==> src/include/pm_clock_params.svh <==
/*
  Offsets, field positions, reset values and timing counts of the power-mode
  and clock manager. Assumes an 8-bit register port with a 2-bit address.
*/
`ifndef PM_CLOCK_PARAMS_SVH
`define PM_CLOCK_PARAMS_SVH

// ****************************************
// register offsets
// ****************************************
`define PM_ADDR_POWER_CONTROL_REG 2'h0
`define PM_ADDR_PMR 2'h1
`define PM_ADDR_EXT_INT_FLAG_REG 2'h2
`define PM_ADDR_STATUS 2'h3

// ****************************************
// field positions
// ****************************************
`define PM_POWER_CONTROL_REG_IDLE 0
`define PM_POWER_CONTROL_REG_PDOWN 1
`define PM_PMR_AMPOFF 3
`define PM_PMR_SWB 5
`define PM_PMR_DIV_LO 6
`define PM_EXT_INT_FLAG_REG_RCWAKE 1
`define PM_EXT_INT_FLAG_REG_RCACT 2
`define PM_EXT_INT_FLAG_REG_SRCSEL 3
`define PM_STATUS_XTRDY 4

// ****************************************
// reset values and divide codes
// ****************************************
`define PM_PMR_RESET 8'h40
`define PM_EXT_INT_FLAG_REG_RESET 8'h00
`define PM_DIV_RSV 2'h0
`define PM_DIV_4 2'h1
`define PM_DIV_64 2'h2
`define PM_DIV_1024 2'h3

// ****************************************
// timing counts, in ref_clk periods
// ****************************************
`define PM_RST_MIN_CLKS 8
`define PM_WDT_RST_CLKS 512

`endif

==> src/include/pm_clock_pkg.sv <==
/*
  Types of the power-mode and clock manager.
  Assumes nothing of its surroundings.
*/
`default_nettype none

package pm_clock_pkg;
  // operating mode of the core
  typedef enum logic [1:0] {ST_RUN, ST_IDLE, ST_PDOWN} pm_state_t;
endpackage

`default_nettype wire

==> src/core/power_mode_clock_manager.sv <==
/*
  Power-mode and clock-rate manager: idle, economy divide, power-down,
  crystal / RC source selection and wake-up. Assumes a free-running ref_clk,
  a CPU that pulses instr_done at the end of each instruction and that owns
  interrupt priority, and same-domain strobes from serial and watchdog.
*/
// Design decisions made here: the register addresses and strobed register access.
`default_nettype none
`include "pm_clock_params.svh"

// Contract
// - writing idle bit enters idle once the writing instruction completes
// - idle stops the CPU clock, peripherals stay clocked, CPU state frozen
// - idle drives address latch and fetch strobe high, ports hold states
// - an enabled interrupt in idle clears idle bit and resumes execution
// - reset ending idle restarts at zero with reset values, no delay
// - watchdog runs in idle; reset follows 512 clocks after time-out
// - divide bits select 4, 64 or 1024 clocks per machine cycle
// - idle peripherals tick at clock/4; economy peripherals follow core rate
// - a new divide selection applies one instruction cycle after the write
// - source select picks crystal or RC after one instruction; status shows it
// - crystal select refused until crystal ready, set after warm-up
// - switchback on serial activity or taken external interrupt forces divide 4
// - receive start edge or buffer write triggers switchback, flags ignored
// - divide writes ignored while switchback enabled and serial busy
// - any reset forces divide 4
// - power-down bit stops all clocks after the writing instruction
// - power-down drives address latch and fetch strobe low
// - reset pin ends power-down; watchdog cannot
// - enabled low external interrupt with global enable ends power-down
// - RC-wake bit leaves power-down on RC, then moves to crystal when ready

module power_mode_clock_manager (
  input wire logic ref_clk,
  input wire logic arst_n,
  input wire logic [1:0] reg_addr,
  input wire logic [7:0] reg_wdata,
  input wire logic reg_wr,
  input wire logic reg_rd,
  output logic [7:0] reg_rdata,
  input wire logic instr_done,
  input wire logic int_wake,
  input wire logic rst_pin,
  input wire logic por_rst,
  input wire logic wdt_timeout,
  input wire logic wdt_clear,
  input wire logic wdt_rst_en,
  input wire logic [1:0] ext_int_n,
  input wire logic [1:0] ext_int_en,
  input wire logic global_int_enable,
  input wire logic ext_int_ack,
  input wire logic rx_pin,
  input wire logic rx_enable,
  input wire logic sbuf_write,
  input wire logic serial_busy,
  input wire logic crystal_stable,
  input wire logic ext_prog_mem,
  input wire logic ale_core,
  input wire logic fetch_strobe_core,
  output logic cpu_clk_run,
  output logic cpu_tick,
  output logic periph_tick,
  output logic osc_run,
  output logic crystal_amp_en,
  output logic rc_clk_sel,
  output logic core_rst,
  output logic ale_out,
  output logic prog_fetch_strobe_pin,
  output logic port0_float,
  output logic port2_addr_drive,
  output logic port_hold
);

  // ****************************************
  // helpers
  // ****************************************
  // last count of a machine cycle; reserved code falls back to divide 4
  function automatic logic [9:0] div_last(input logic [1:0] sel);
    case (sel)
      `PM_DIV_64: div_last = 10'h03F;
      `PM_DIV_1024: div_last = 10'h3FF;
      default: div_last = 10'h003;
    endcase
  endfunction

  pm_clock_pkg::pm_state_t state_q;
  logic idle_req_q, pd_req_q;
  logic [1:0] div_sel_q, div_act_q;
  logic swb_en_q, amp_off_q, src_sel_q, rc_wake_q, src_xt_q, rc_return_q;
  logic xt_ready_q;
  logic [4:0] s1_q, s2_q, s3_q, flt_q;
  logic rx_prev_q;
  logic [3:0] rst_cnt_q;
  logic rst_valid;
  logic wdt_arm_q, wdt_fire_q;
  logic [9:0] wdt_cnt_q;
  logic [9:0] mc_cnt_q, mc_last;
  logic mc_wrap, swb_fire, ext_wake, pmr_wr, div_locked;

  // ****************************************
  // pin synchronisers
  // ****************************************
  // three stages; the filtered level moves only when stages two and three agree
  always_ff @(posedge ref_clk or negedge arst_n) begin
    if (!arst_n) begin
      s1_q <= 5'h0E; // idle pin levels, so no false edge follows reset
      s2_q <= 5'h0E;
      s3_q <= 5'h0E;
      flt_q <= 5'h0E;
    end else begin
      s1_q <= {crystal_stable, ext_int_n, rx_pin, rst_pin};
      s2_q <= s1_q;
      s3_q <= s2_q;
      for (int i = 0; i < 5; i++) begin
        if (s2_q[i] == s3_q[i]) begin
          flt_q[i] <= s3_q[i];
        end
      end
    end
  end

  // ****************************************
  // reset sources
  // ****************************************
  // a glitch on the reset pin must not reset the core, so require 8 clocks
  always_ff @(posedge ref_clk or negedge arst_n) begin
    if (!arst_n) begin
      rst_cnt_q <= 4'h0;
    end else if (!flt_q[0]) begin
      rst_cnt_q <= 4'h0;
    end else if (rst_cnt_q != 4'(`PM_RST_MIN_CLKS)) begin
      rst_cnt_q <= rst_cnt_q + 4'h1;
    end
  end
  assign rst_valid = flt_q[0] && (rst_cnt_q >= 4'(`PM_RST_MIN_CLKS - 1));

  // watchdog keeps counting in idle; its clock is gone in power-down
  always_ff @(posedge ref_clk or negedge arst_n) begin
    if (!arst_n) begin
      wdt_arm_q <= 1'b0;
      wdt_cnt_q <= 10'h000;
      wdt_fire_q <= 1'b0;
    end else begin
      wdt_fire_q <= 1'b0;
      if (wdt_clear || core_rst) begin
        wdt_arm_q <= 1'b0;
        wdt_cnt_q <= 10'h000;
      end else if (wdt_timeout && wdt_rst_en && !wdt_arm_q) begin
        wdt_arm_q <= 1'b1;
        wdt_cnt_q <= 10'h000;
      end else if (wdt_arm_q && state_q != pm_clock_pkg::ST_PDOWN) begin
        wdt_cnt_q <= wdt_cnt_q + 10'h001;
        if (wdt_cnt_q == 10'(`PM_WDT_RST_CLKS - 1)) begin
          wdt_fire_q <= 1'b1;
          wdt_arm_q <= 1'b0;
        end
      end
    end
  end

  // internal reset restarts the core at zero with no start-up delay
  always_ff @(posedge ref_clk or negedge arst_n) begin
    if (!arst_n) begin
      core_rst <= 1'b1;
    end else begin
      core_rst <= rst_valid || wdt_fire_q || por_rst;
    end
  end

  // ****************************************
  // mode state machine
  // ****************************************
  assign ext_wake = global_int_enable && |(~flt_q[3:2] & ext_int_en);

  always_ff @(posedge ref_clk or negedge arst_n) begin
    if (!arst_n) begin
      state_q <= pm_clock_pkg::ST_RUN;
      idle_req_q <= 1'b0;
      pd_req_q <= 1'b0;
    end else if (core_rst) begin
      state_q <= pm_clock_pkg::ST_RUN;
      idle_req_q <= 1'b0;
      pd_req_q <= 1'b0;
    end else begin
      if (reg_wr && reg_addr == `PM_ADDR_POWER_CONTROL_REG) begin
        idle_req_q <= reg_wdata[`PM_POWER_CONTROL_REG_IDLE];
        pd_req_q <= reg_wdata[`PM_POWER_CONTROL_REG_PDOWN];
      end
      case (state_q)
        pm_clock_pkg::ST_RUN: begin
          if (instr_done && pd_req_q) begin
            state_q <= pm_clock_pkg::ST_PDOWN;
          end else if (instr_done && idle_req_q) begin
            state_q <= pm_clock_pkg::ST_IDLE;
          end
        end
        pm_clock_pkg::ST_IDLE: begin
          if (int_wake) begin
            state_q <= pm_clock_pkg::ST_RUN;
            idle_req_q <= 1'b0;
          end
        end
        pm_clock_pkg::ST_PDOWN: begin
          if (ext_wake) begin
            state_q <= pm_clock_pkg::ST_RUN;
            pd_req_q <= 1'b0;
          end
        end
        default: state_q <= pm_clock_pkg::ST_RUN;
      endcase
    end
  end

  // ****************************************
  // economy divider and switchback
  // ****************************************
  // receive start edge, buffer write or a taken external interrupt
  assign swb_fire = swb_en_q && ((rx_enable && rx_prev_q && !flt_q[1])
                    || sbuf_write || ext_int_ack);
  assign pmr_wr = reg_wr && reg_addr == `PM_ADDR_PMR;
  assign div_locked = swb_en_q && serial_busy;

  always_ff @(posedge ref_clk or negedge arst_n) begin
    if (!arst_n) begin
      rx_prev_q <= 1'b1;
    end else begin
      rx_prev_q <= flt_q[1];
    end
  end

  // a pending selection waits for the next instruction boundary
  always_ff @(posedge ref_clk or negedge arst_n) begin
    if (!arst_n) begin
      div_sel_q <= `PM_DIV_4;
      div_act_q <= `PM_DIV_4;
      swb_en_q <= 1'b0;
      amp_off_q <= 1'b0;
    end else if (core_rst) begin
      div_sel_q <= `PM_DIV_4;
      div_act_q <= `PM_DIV_4;
      swb_en_q <= 1'((`PM_PMR_RESET >> `PM_PMR_SWB) & 8'h01);
      amp_off_q <= 1'b0;
    end else begin
      if (pmr_wr) begin
        swb_en_q <= reg_wdata[`PM_PMR_SWB];
        amp_off_q <= reg_wdata[`PM_PMR_AMPOFF];
      end
      if (swb_fire) begin
        div_sel_q <= `PM_DIV_4;
        div_act_q <= `PM_DIV_4;
      end else begin
        if (pmr_wr && !div_locked) begin
          div_sel_q <= reg_wdata[`PM_PMR_DIV_LO +: 2];
        end
        if (instr_done) begin
          div_act_q <= div_sel_q;
        end
      end
    end
  end

  // idle peripherals always see clock/4 whatever the economy setting
  assign mc_last = (state_q == pm_clock_pkg::ST_IDLE) ? 10'h003 : div_last(div_act_q);
  assign mc_wrap = mc_cnt_q >= mc_last;

  always_ff @(posedge ref_clk or negedge arst_n) begin
    if (!arst_n) begin
      mc_cnt_q <= 10'h000;
    end else if (state_q != pm_clock_pkg::ST_PDOWN) begin
      mc_cnt_q <= mc_wrap ? 10'h000 : mc_cnt_q + 10'h001;
    end
  end

  // ****************************************
  // clock source and crystal warm-up
  // ****************************************
  always_ff @(posedge ref_clk or negedge arst_n) begin
    if (!arst_n) begin
      xt_ready_q <= 1'b0;
    end else begin
      xt_ready_q <= !amp_off_q && flt_q[4] && state_q != pm_clock_pkg::ST_PDOWN;
    end
  end

  // select bit written here; the active source follows one instruction later
  always_ff @(posedge ref_clk or negedge arst_n) begin
    if (!arst_n) begin
      src_sel_q <= 1'((`PM_EXT_INT_FLAG_REG_RESET >> `PM_EXT_INT_FLAG_REG_SRCSEL) & 8'h01);
      rc_wake_q <= 1'b0;
      src_xt_q <= 1'b0;
      rc_return_q <= 1'b0;
    end else if (core_rst) begin
      src_sel_q <= 1'b0;
      rc_wake_q <= 1'b0;
      src_xt_q <= 1'b0;
      rc_return_q <= 1'b0;
    end else begin
      if (reg_wr && reg_addr == `PM_ADDR_EXT_INT_FLAG_REG) begin
        src_sel_q <= reg_wdata[`PM_EXT_INT_FLAG_REG_SRCSEL] && xt_ready_q;
        rc_wake_q <= reg_wdata[`PM_EXT_INT_FLAG_REG_RCWAKE];
      end
      if (state_q == pm_clock_pkg::ST_PDOWN && ext_wake && rc_wake_q) begin
        src_xt_q <= 1'b0;
        rc_return_q <= 1'b1;
      end else if (rc_return_q) begin
        if (xt_ready_q) begin
          src_xt_q <= 1'b1;
          rc_return_q <= 1'b0;
        end
      end else if (instr_done) begin
        src_xt_q <= src_sel_q && xt_ready_q;
      end
    end
  end

  // ****************************************
  // outputs
  // ****************************************
  // gates and pin overrides follow the registered mode one cycle later
  always_ff @(posedge ref_clk or negedge arst_n) begin
    if (!arst_n) begin
      cpu_clk_run <= 1'b1;
      cpu_tick <= 1'b0;
      periph_tick <= 1'b0;
      osc_run <= 1'b1;
      crystal_amp_en <= 1'b1;
      rc_clk_sel <= 1'b1;
      ale_out <= 1'b0;
      prog_fetch_strobe_pin <= 1'b1;
      port0_float <= 1'b0;
      port2_addr_drive <= 1'b0;
      port_hold <= 1'b0;
    end else begin
      cpu_clk_run <= state_q == pm_clock_pkg::ST_RUN;
      cpu_tick <= mc_wrap && state_q == pm_clock_pkg::ST_RUN;
      periph_tick <= mc_wrap && state_q != pm_clock_pkg::ST_PDOWN;
      osc_run <= state_q != pm_clock_pkg::ST_PDOWN;
      crystal_amp_en <= !amp_off_q;
      rc_clk_sel <= !src_xt_q;
      case (state_q)
        pm_clock_pkg::ST_IDLE: begin
          ale_out <= 1'b1;
          prog_fetch_strobe_pin <= 1'b1;
          port0_float <= ext_prog_mem;
          port2_addr_drive <= ext_prog_mem;
          port_hold <= 1'b1;
        end
        pm_clock_pkg::ST_PDOWN: begin
          ale_out <= 1'b0;
          prog_fetch_strobe_pin <= 1'b0;
          port0_float <= ext_prog_mem;
          port2_addr_drive <= 1'b0;
          port_hold <= 1'b0;
        end
        default: begin
          ale_out <= ale_core;
          prog_fetch_strobe_pin <= fetch_strobe_core;
          port0_float <= 1'b0;
          port2_addr_drive <= 1'b0;
          port_hold <= 1'b0;
        end
      endcase
    end
  end

  // register read data, valid in the cycle after the strobe
  always_ff @(posedge ref_clk or negedge arst_n) begin
    if (!arst_n) begin
      reg_rdata <= 8'h00;
    end else if (reg_rd) begin
      case (reg_addr)
        `PM_ADDR_POWER_CONTROL_REG: reg_rdata <= {6'h00, pd_req_q, idle_req_q};
        `PM_ADDR_PMR: reg_rdata <= {div_sel_q, swb_en_q, 1'b0, amp_off_q, 3'h0};
        `PM_ADDR_EXT_INT_FLAG_REG: reg_rdata <= {4'h0, src_sel_q, !src_xt_q, rc_wake_q, 1'b0};
        default: reg_rdata <= {3'h0, xt_ready_q, 4'h0};
      endcase
    end else begin
      reg_rdata <= 8'h00;
    end
  end
endmodule

`default_nettype wire

==> config.mk <==
export PLATFORM = sky130hd
export DESIGN_NAME = power_mode_clock_manager
export DESIGN_NICKNAME = d
export VERILOG_FILES = /design/src/include/pm_clock_pkg.sv /design/src/core/power_mode_clock_manager.sv
export VERILOG_INCLUDE_DIRS = /design/src /design/src/include
export SDC_FILE = /design/constraint.sdc
export NUM_CORES = 1
export LEC_CHECK = 0
export BUFFER_PORTS_ARGS = -buffer_cell sky130_fd_sc_hd__buf_2
export CORE_AREA = 2 2 80 82
export CTS_CLUSTER_DIAMETER = 40
export CTS_CLUSTER_SIZE = 30
export DETAILED_ROUTE_END_ITERATION = 10
export DIE_AREA = 0 0 82 84
export PLACE_DENSITY = 0.82
export SLEW_MARGIN = 15
export SYNTH_ARGS = -nofsm -noshare
export SYNTH_HDL_FRONTEND = slang
export SYNTH_SLANG_ARGS = --single-unit
==> constraint.sdc <==
create_clock -name ref_clk -period 5.25 [get_ports ref_clk]
set_input_delay 1.575 -clock ref_clk [delete_from_list [all_inputs] [get_ports ref_clk]]
set_output_delay 1.575 -clock ref_clk [all_outputs]
set_load 0.05 [all_outputs]
==> results.json, run 1 <==
{
  "fin_crit_sh_pct": 57.3,
  "ys_warn_count": 0,
  "vias": 2437,
  "antenna_cells": 0,
  "die_w_um": 82,
  "yosysSeqAreaShare_pct": 59.3,
  "finalPower_w": 0.00136,
  "p_per_area_mw_per_mm2": 337,
  "final_antenna_net_count": 0,
  "hold_buffers": 0,
  "clk_pin_slew_ns": 0.08,
  "port_buffers": 52,
  "clockBufferDepth": 2,
  "rsz0062_at_grt": "false",
  "crit_type": "register to primary output",
  "stdcell_area_mm2": 0.00403,
  "tightest_slew_ns": 0.998,
  "die_area_mm2": 0.00689,
  "synth_ff_type": "dfrtp_1",
  "skew_ns": 0.00822,
  "final_layout_size_suffix_gt1_share_pct": 26.8,
  "hold_viol_final": 0,
  "power.internal_w": 0.000944,
  "core.rowCount": 29,
  "grt-ovfl-total": 0,
  "p_comb_share_pct": 16.6,
  "postSynthAreaPerCell_um2": 11.3,
  "cp.required_ns": 3.68,
  "ioPinCount": 55,
  "area_growth_pct": 14.8,
  "crit_family": "flip-flops",
  "core_area_mm2": 0.00610,
  "slew_violations": 0,
  "cts_made_buffers": 9,
  "initial_core_util_pct": 57.5,
  "peakVddDrop_mv": 0.169,
  "syn-num-nets": 359,
  "maxSlewHeadroom_pct": 33.5,
  "fp.dieH_um": 84,
  "vias_per_cell": 5.42,
  "clockPowerShare_pct": 30.4,
  "antenna_found_initial": 0,
  "crit_slowest_cell": "dfstp_2",
  "post_dp_cell_area_mm2": 0.00385,
  "netlist_area_mm2": 0.00351,
  "synth-edff-count": 0,
  "cts_root_buf": "clkbuf_8",
  "hpwlAfterDp_um": 4610,
  "worstHoldPathType": "register to register",
  "drv_cap": 0,
  "nets": 418,
  "start_kind": "register",
  "cts_resized": 0,
  "grt_pass1_vias": 2449,
  "period_needed_ns": 3.01,
  "fmax_ghz": 0.332,
  "netlist_instances": 309,
  "cp_data_arrival_time_ns": 1.44,
  "cp_num_buf_inv": 1,
  "path_cells": "buf_2",
  "finalSetupViolCount": 0,
  "swShare_pct": 30.4,
  "grt_pass1_wl_um": 10900,
  "drc": 0,
  "gp_congestion": 0.767,
  "critPathMaxStageDelay_ns": 0.75,
  "ys_ff_latch": 82,
  "final_common_cell": "dfrtp_1",
  "wl_um": 6540,
  "power_frac_seq_pct": 52.9,
  "htree_levels": 3,
  "grt_max_degree": 83,
  "status": "finished, final reports clean",
  "clk_latency_ns": 0.35,
  "fin_tns_setup_ns": 0,
  "final_cell_mix": "61 x dfrtp_1, 51 x buf_2, 32 x nor2_1",
  "dr.pass1.iters": 4,
  "routedWlPerCell_um": 14.5,
  "drt_iter0_markers": 111,
  "async_reset_ff_share_pct": 100,
  "clkSinkCount": 82,
  "post_cts_buffers": 0,
  "cp_max_fo": 17,
  "leakagePower_nw": 1.86,
  "tritoncts": "done",
  "power_switching_w": 0.000412,
  "grt_usage_pct": 21.0,
  "cp-end-kind": "primary output",
  "ys_types": 47
}
## power groups by stage
| stage | sequential (W) | clock [W] | combinational [W] |
|---|---|---|---|
| 2_1_floorplan | 0.000758 | 0 | 0.000123 |
| 3_3_place_gp | 0.000727 | 0 | 0.000214 |
| 3_5_place_dp | 0.000729 | 0 | 0.000229 |
| 4_1_cts | 0.000718 | 0.000423 | 0.000230 |
| 5_1_grt | 0.000724 | 0.000451 | 0.000258 |
| 6_report | 0.000718 | 0.000413 | 0.000225 |
## cell families (layout without fill, tap and decap cells)
family / Yosys count / after routing / synth area share [%]
AOI/OAI and AO/OA: 42 / 42 / 7.46
xor gates and xnor gates: 15 / 15 / 3.75
adders and majority gates: 20 / 20 / 6.78
buffers and inverters: 16 / 80 / 1.78
DFF: 82 / 82 / 59.3
muxes: 9 / 9 / 2.57
and+or+nand+nor: 125 / 125 / 18.4
## metal layers
metal	track usage [%]	share of wire, %	up-vias
li1	-	-	1173
met1	26.1	42	1195
met2	34.3	52	57
met3	5.19	4.2	12
met4	8.94	1.8	0
met5	0	0	-
## synth_stat cells, types with 2 or more instances
master | count | area share (%)
nand2b_1 | 3 | 0.54
nor2b_1 | 7 | 1.2
nand3_1 | 15 | 2.1
a21boi_0 | 2 | 0.43
dfstp_2 | 21 | 16
and2_1 | 7 | 1.2
maj3_1 | 5 | 1.4
clkbuf_1 | 2 | 0.21
dfrtp_1 | 61 | 44
xor2_1 | 8 | 2.0
nor3b_1 | 2 | 0.43
ha_1 | 15 | 5.4
nor3_2 | 2 | 0.57
nand2_1 | 30 | 3.2
xnor2_1 | 7 | 1.7
inv_1 | 12 | 1.3
mux2i_1 | 9 | 2.6
nand3b_1 | 7 | 1.5
nand4_1 | 6 | 1.1
a21oi_2 | 2 | 0.50
a211oi_1 | 2 | 0.43
a21o_1 | 3 | 0.64
a21oi_1 | 11 | 1.6
nor3_1 | 4 | 0.57
o21ai_0 | 12 | 1.7
buf_2 | 2 | 0.29
nor2_1 | 32 | 3.4
## path summary, 6_finish.rpt
| path | from | end | slack (ns) | depth (start not counted) |
|---|---|---|---|---|
| worst max-delay path | core_rst$_DFF_PN1_ | core_rst | 2.24 | 1 |
| worst min-delay path | s1_q[4]$_DFF_PN0_ | s2_q[4]$_DFF_PN0_ | 0.36 | 0 |
| worst max register to register | state_q[1]$_DFFE_PN0P_ | mc_cnt_q[8]$_DFFE_PN0N_ | 2.87 | 9 |
| worst min register to register | s1_q[4]$_DFF_PN0_ | s2_q[4]$_DFF_PN0_ | 0.36 | 0 |
| max in group asynchronous | arst_n | wdt_cnt_q[3]$_DFFE_PN0P_ | 3.22 | 1 |
| min in group asynchronous | arst_n | rst_cnt_q[0]$_DFFE_PN0P_ | 1.37 | 1 |
## per-stage QoR
step | hold WS, ns | setup WS, ns | cells | util, %
4_1_cts | 0.355 | 2.23 | 450 | 66.1
2_1_floorplan | 0.331 | 2.76 | 309 | -
5_1_grt | 0.364 | 2.18 | 450 | 66.1
6_report | 0.356 | 2.24 | 450 | 66.1
3_3_place_gp | 0.335 | 2.58 | 434 | 63.1
3_5_place_dp | 0.336 | 2.53 | 434 | 63.1
## flip-flops by register name, summed over array words and instances (netlist names), 2 cells and up
| name | count |
|---|---|
| mc_cnt_q | 10 |
| state_q | 2 |
| div_sel_q | 2 |
| div_act_q | 2 |
| rst_cnt_q | 4 |
| s2_q | 5 |
| reg_rdata | 8 |
| s3_q | 5 |
| s1_q | 5 |
| wdt_cnt_q | 10 |
| flt_q | 5 |
## cell type report
cell class	instances	area (µm²)
clock buffers	10	138
clock inverters	6	41.3
fillers	442	2070
inverters	12	45.0
multi-input cells	211	1370
flip-flops and latches	82	2080
well taps	77	96.3
repair buffers	52	263
Power figures use the tool's default switching activity.
==> run 2, diff against run 1 <==
Settings changed: CORE_AREA 2 2 80 82 to 2 2 83 85, DIE_AREA 0 0 82 84 to 0 0 85 87, PLACE_DENSITY 0.82 to 0.77.
Clock period 5.25 ns to 2.9 ns, I/O delays scaled along.
==> run 2 against run 1 <==
Sequential share of layout area shrank 0.49 points; core utilization down 4.2 points; final cell count up 1.1%; largest cell class unchanged; worst hold slack worse by 0.0018 ns; sequential power increased by 81%; critical path type is now register to register; wire length decreased by 4.1%; sequential cell count stayed put; power grew 82%.
==> results.json, run 2 (synthesized netlist as in run 1, its figures left out) <==
{
  "drt_iter0_markers": 108,
  "critPathMaxStageDelay_ns": 0.39,
  "grt_usage_pct": 18.6,
  "wl_um": 6280,
  "cts_made_buffers": 9,
  "area_growth_pct": 16.0,
  "core.rowCount": 30,
  "min_from": "s1_q[0]$_DFF_PN0_",
  "top_layer": "met4",
  "leakagePower_nw": 1.87,
  "fin_cells": 455,
  "hpwlAfterDp_um": 4500,
  "cp_num_buf_inv": 1,
  "finalSetupViolCount": 0,
  "drv_cap": 0,
  "initial_core_util_pct": 53.4,
  "period_needed_ns": 2.30,
  "cp-end-kind": "register",
  "dr.pass1.iters": 5,
  "wl_met3_um": 285,
  "status": "finished, final reports clean",
  "port_buffers": 52,
  "hold_buffers": 0,
  "cp.required_ns": 3.18,
  "antenna_cells": 0,
  "cp.depth": 9,
  "holdWs_ns": 0.354,
  "p_per_area_mw_per_mm2": 608,
  "met2_wirelength_um": 2880,
  "crit_type": "register to register",
  "crit_slowest_cell": "dfrtp_1",
  "grt_max_degree": 47,
  "post_cts_buffers": 0,
  "cts_resized": 0,
  "fin_crit_sh_pct": 79.4,
  "place_inst": 439,
  "cts_root_buf": "clkbuf_8",
  "clk_latency_ns": 0.36,
  "routedWlPerCell_um": 13.8,
  "final_cell_mix": "61 x dfrtp_1, 51 x buf_2, 32 x nor2_1",
  "grt_pass1_vias": 2439,
  "antenna_found_initial": 0,
  "maxSlewHeadroom_pct": 61.8,
  "clkSinkCount": 82,
  "grt_pass1_wl_um": 11000,
  "fin_tns_setup_ns": 0,
  "peakVddDrop_mv": 0.318,
  "hold-path-endpoint": "s2_q[0]$_DFF_PN0_",
  "start_kind": "register",
  "slew_violations": 0,
  "holdPathStages": 0,
  "final_layout_size_suffix_gt1_share_pct": 27.2,
  "worstHoldPathType": "register to register",
  "drc": 0,
  "top_regs": "mc_cnt_q (10), wdt_cnt_q (10), reg_rdata (8)",
  "tightest_slew_ns": 0.573,
  "core_area_mm2": 0.00657,
  "rsz0062_at_grt": "false",
  "setup_ws_ns": 0.599,
  "r2r_slack_ns": 0.60,
  "clockBufferDepth": 2,
  "path_cells": "inv_1 > ha_1 > nand2b_1 > ha_1 > a211oi_1 > o21ai_1 > a21oi_2 > nor2_2 > nor2_1",
  "cp_max_fo": 8,
  "final_antenna_net_count": 0,
  "r2r-start": "state_q[1]$_DFFE_PN0P_",
  "ff2ff_path_depth": 9,
  "final_common_cell": "dfrtp_1",
  "die_w_um": 85,
  "die_area_mm2": 0.00740,
  "grt-ovfl-total": 0,
  "gp_congestion": 0.841,
  "htree_levels": 3,
  "wl_met1_um": 2970,
  "cp_data_arrival_time_ns": 2.58,
  "skew_ns": 0.0141,
  "rr_endpoint": "mc_cnt_q[5]$_DFFE_PN0N_",
  "cp_common_cell": "ha_1",
  "crit_family": "compound AO/OA/AOI/OAI gates",
  "fp.dieH_um": 87,
  "hold_viol_final": 0,
  "clk_pin_slew_ns": 0.09,
  "vias": 2440,
  "tritoncts": "done",
  "vias_per_cell": 5.36,
  "nets": 420,
  "fmax_ghz": 0.435,
  "dp_slack_ns": 0.597,
  "ioPinCount": 55
}
run 2: cell count changes in the layout (fill, tap and decap cells not counted), sizes merged:
| cell | previous run | this run |
|---|---|---|
| buf | 52 | 54 |
| clkbuf | 10 | 9 |
| clkinv | 5 | 1 |
| clkinvlp | 0 | 3 |
| inv | 13 | 15 |
run 2: metrics by stage:
stage          cell area [µm²]  utilization [%]  total power, W
2_1_floorplan             3510                -         0.00159
3_3_place_gp              3880             59.0         0.00171
3_5_place_dp              3880             59.0         0.00173
4_1_cts                   4070             61.9         0.00250
5_1_grt                   4070             61.9         0.00261
6_report                  4070             61.9         0.00247
run 2: area by class of cell:
cell class                 count  area (µm²)
timing repair buffer          54         290
sequential                    82        2080
fill                         544        2500
multi-input combinational    211        1370
clock buffer                   9         124
inverter                      12        45.0
clock inverter                 7        62.6
tap                           80         100
run 2: worst max-delay path by stage:
| stage | start | end | slack [ns] |
|---|---|---|---|
| finish | state_q[1]$_DFFE_PN0P_ | mc_cnt_q[5]$_DFFE_PN0N_ | 0.60 |
| CTS | state_q[1]$_DFFE_PN0P_ | mc_cnt_q[9]$_DFFE_PN0N_ | 0.57 |
| floorplan | state_q[0]$_DFFE_PN0P_ | mc_cnt_q[4]$_DFFE_PN0N_ | 0.89 |
| detailed placement | state_q[1]$_DFFE_PN0P_ | mc_cnt_q[1]$_DFFE_PN0N_ | 0.60 |
| global route | state_q[1]$_DFFE_PN0P_ | mc_cnt_q[5]$_DFFE_PN0N_ | 0.36 |
| global placement | state_q[1]$_DFFE_PN0P_ | mc_cnt_q[5]$_DFFE_PN0N_ | 0.68 |
run 2: report_power, final:
group / switching, W / total [W] / internal [W]
clock network: 0.000443 / 0.000770 / 0.000327
registers: 0.0000640 / 0.00130 / 0.00123
logic: 0.000262 / 0.000402 / 0.000141
run 2: per-layer routing:
metal	GRT usage, %	up-vias
met2	28.8	66
met5	0	-
li1	-	1178
met1	25.0	1180
met3	4.45	16
met4	8.95	0
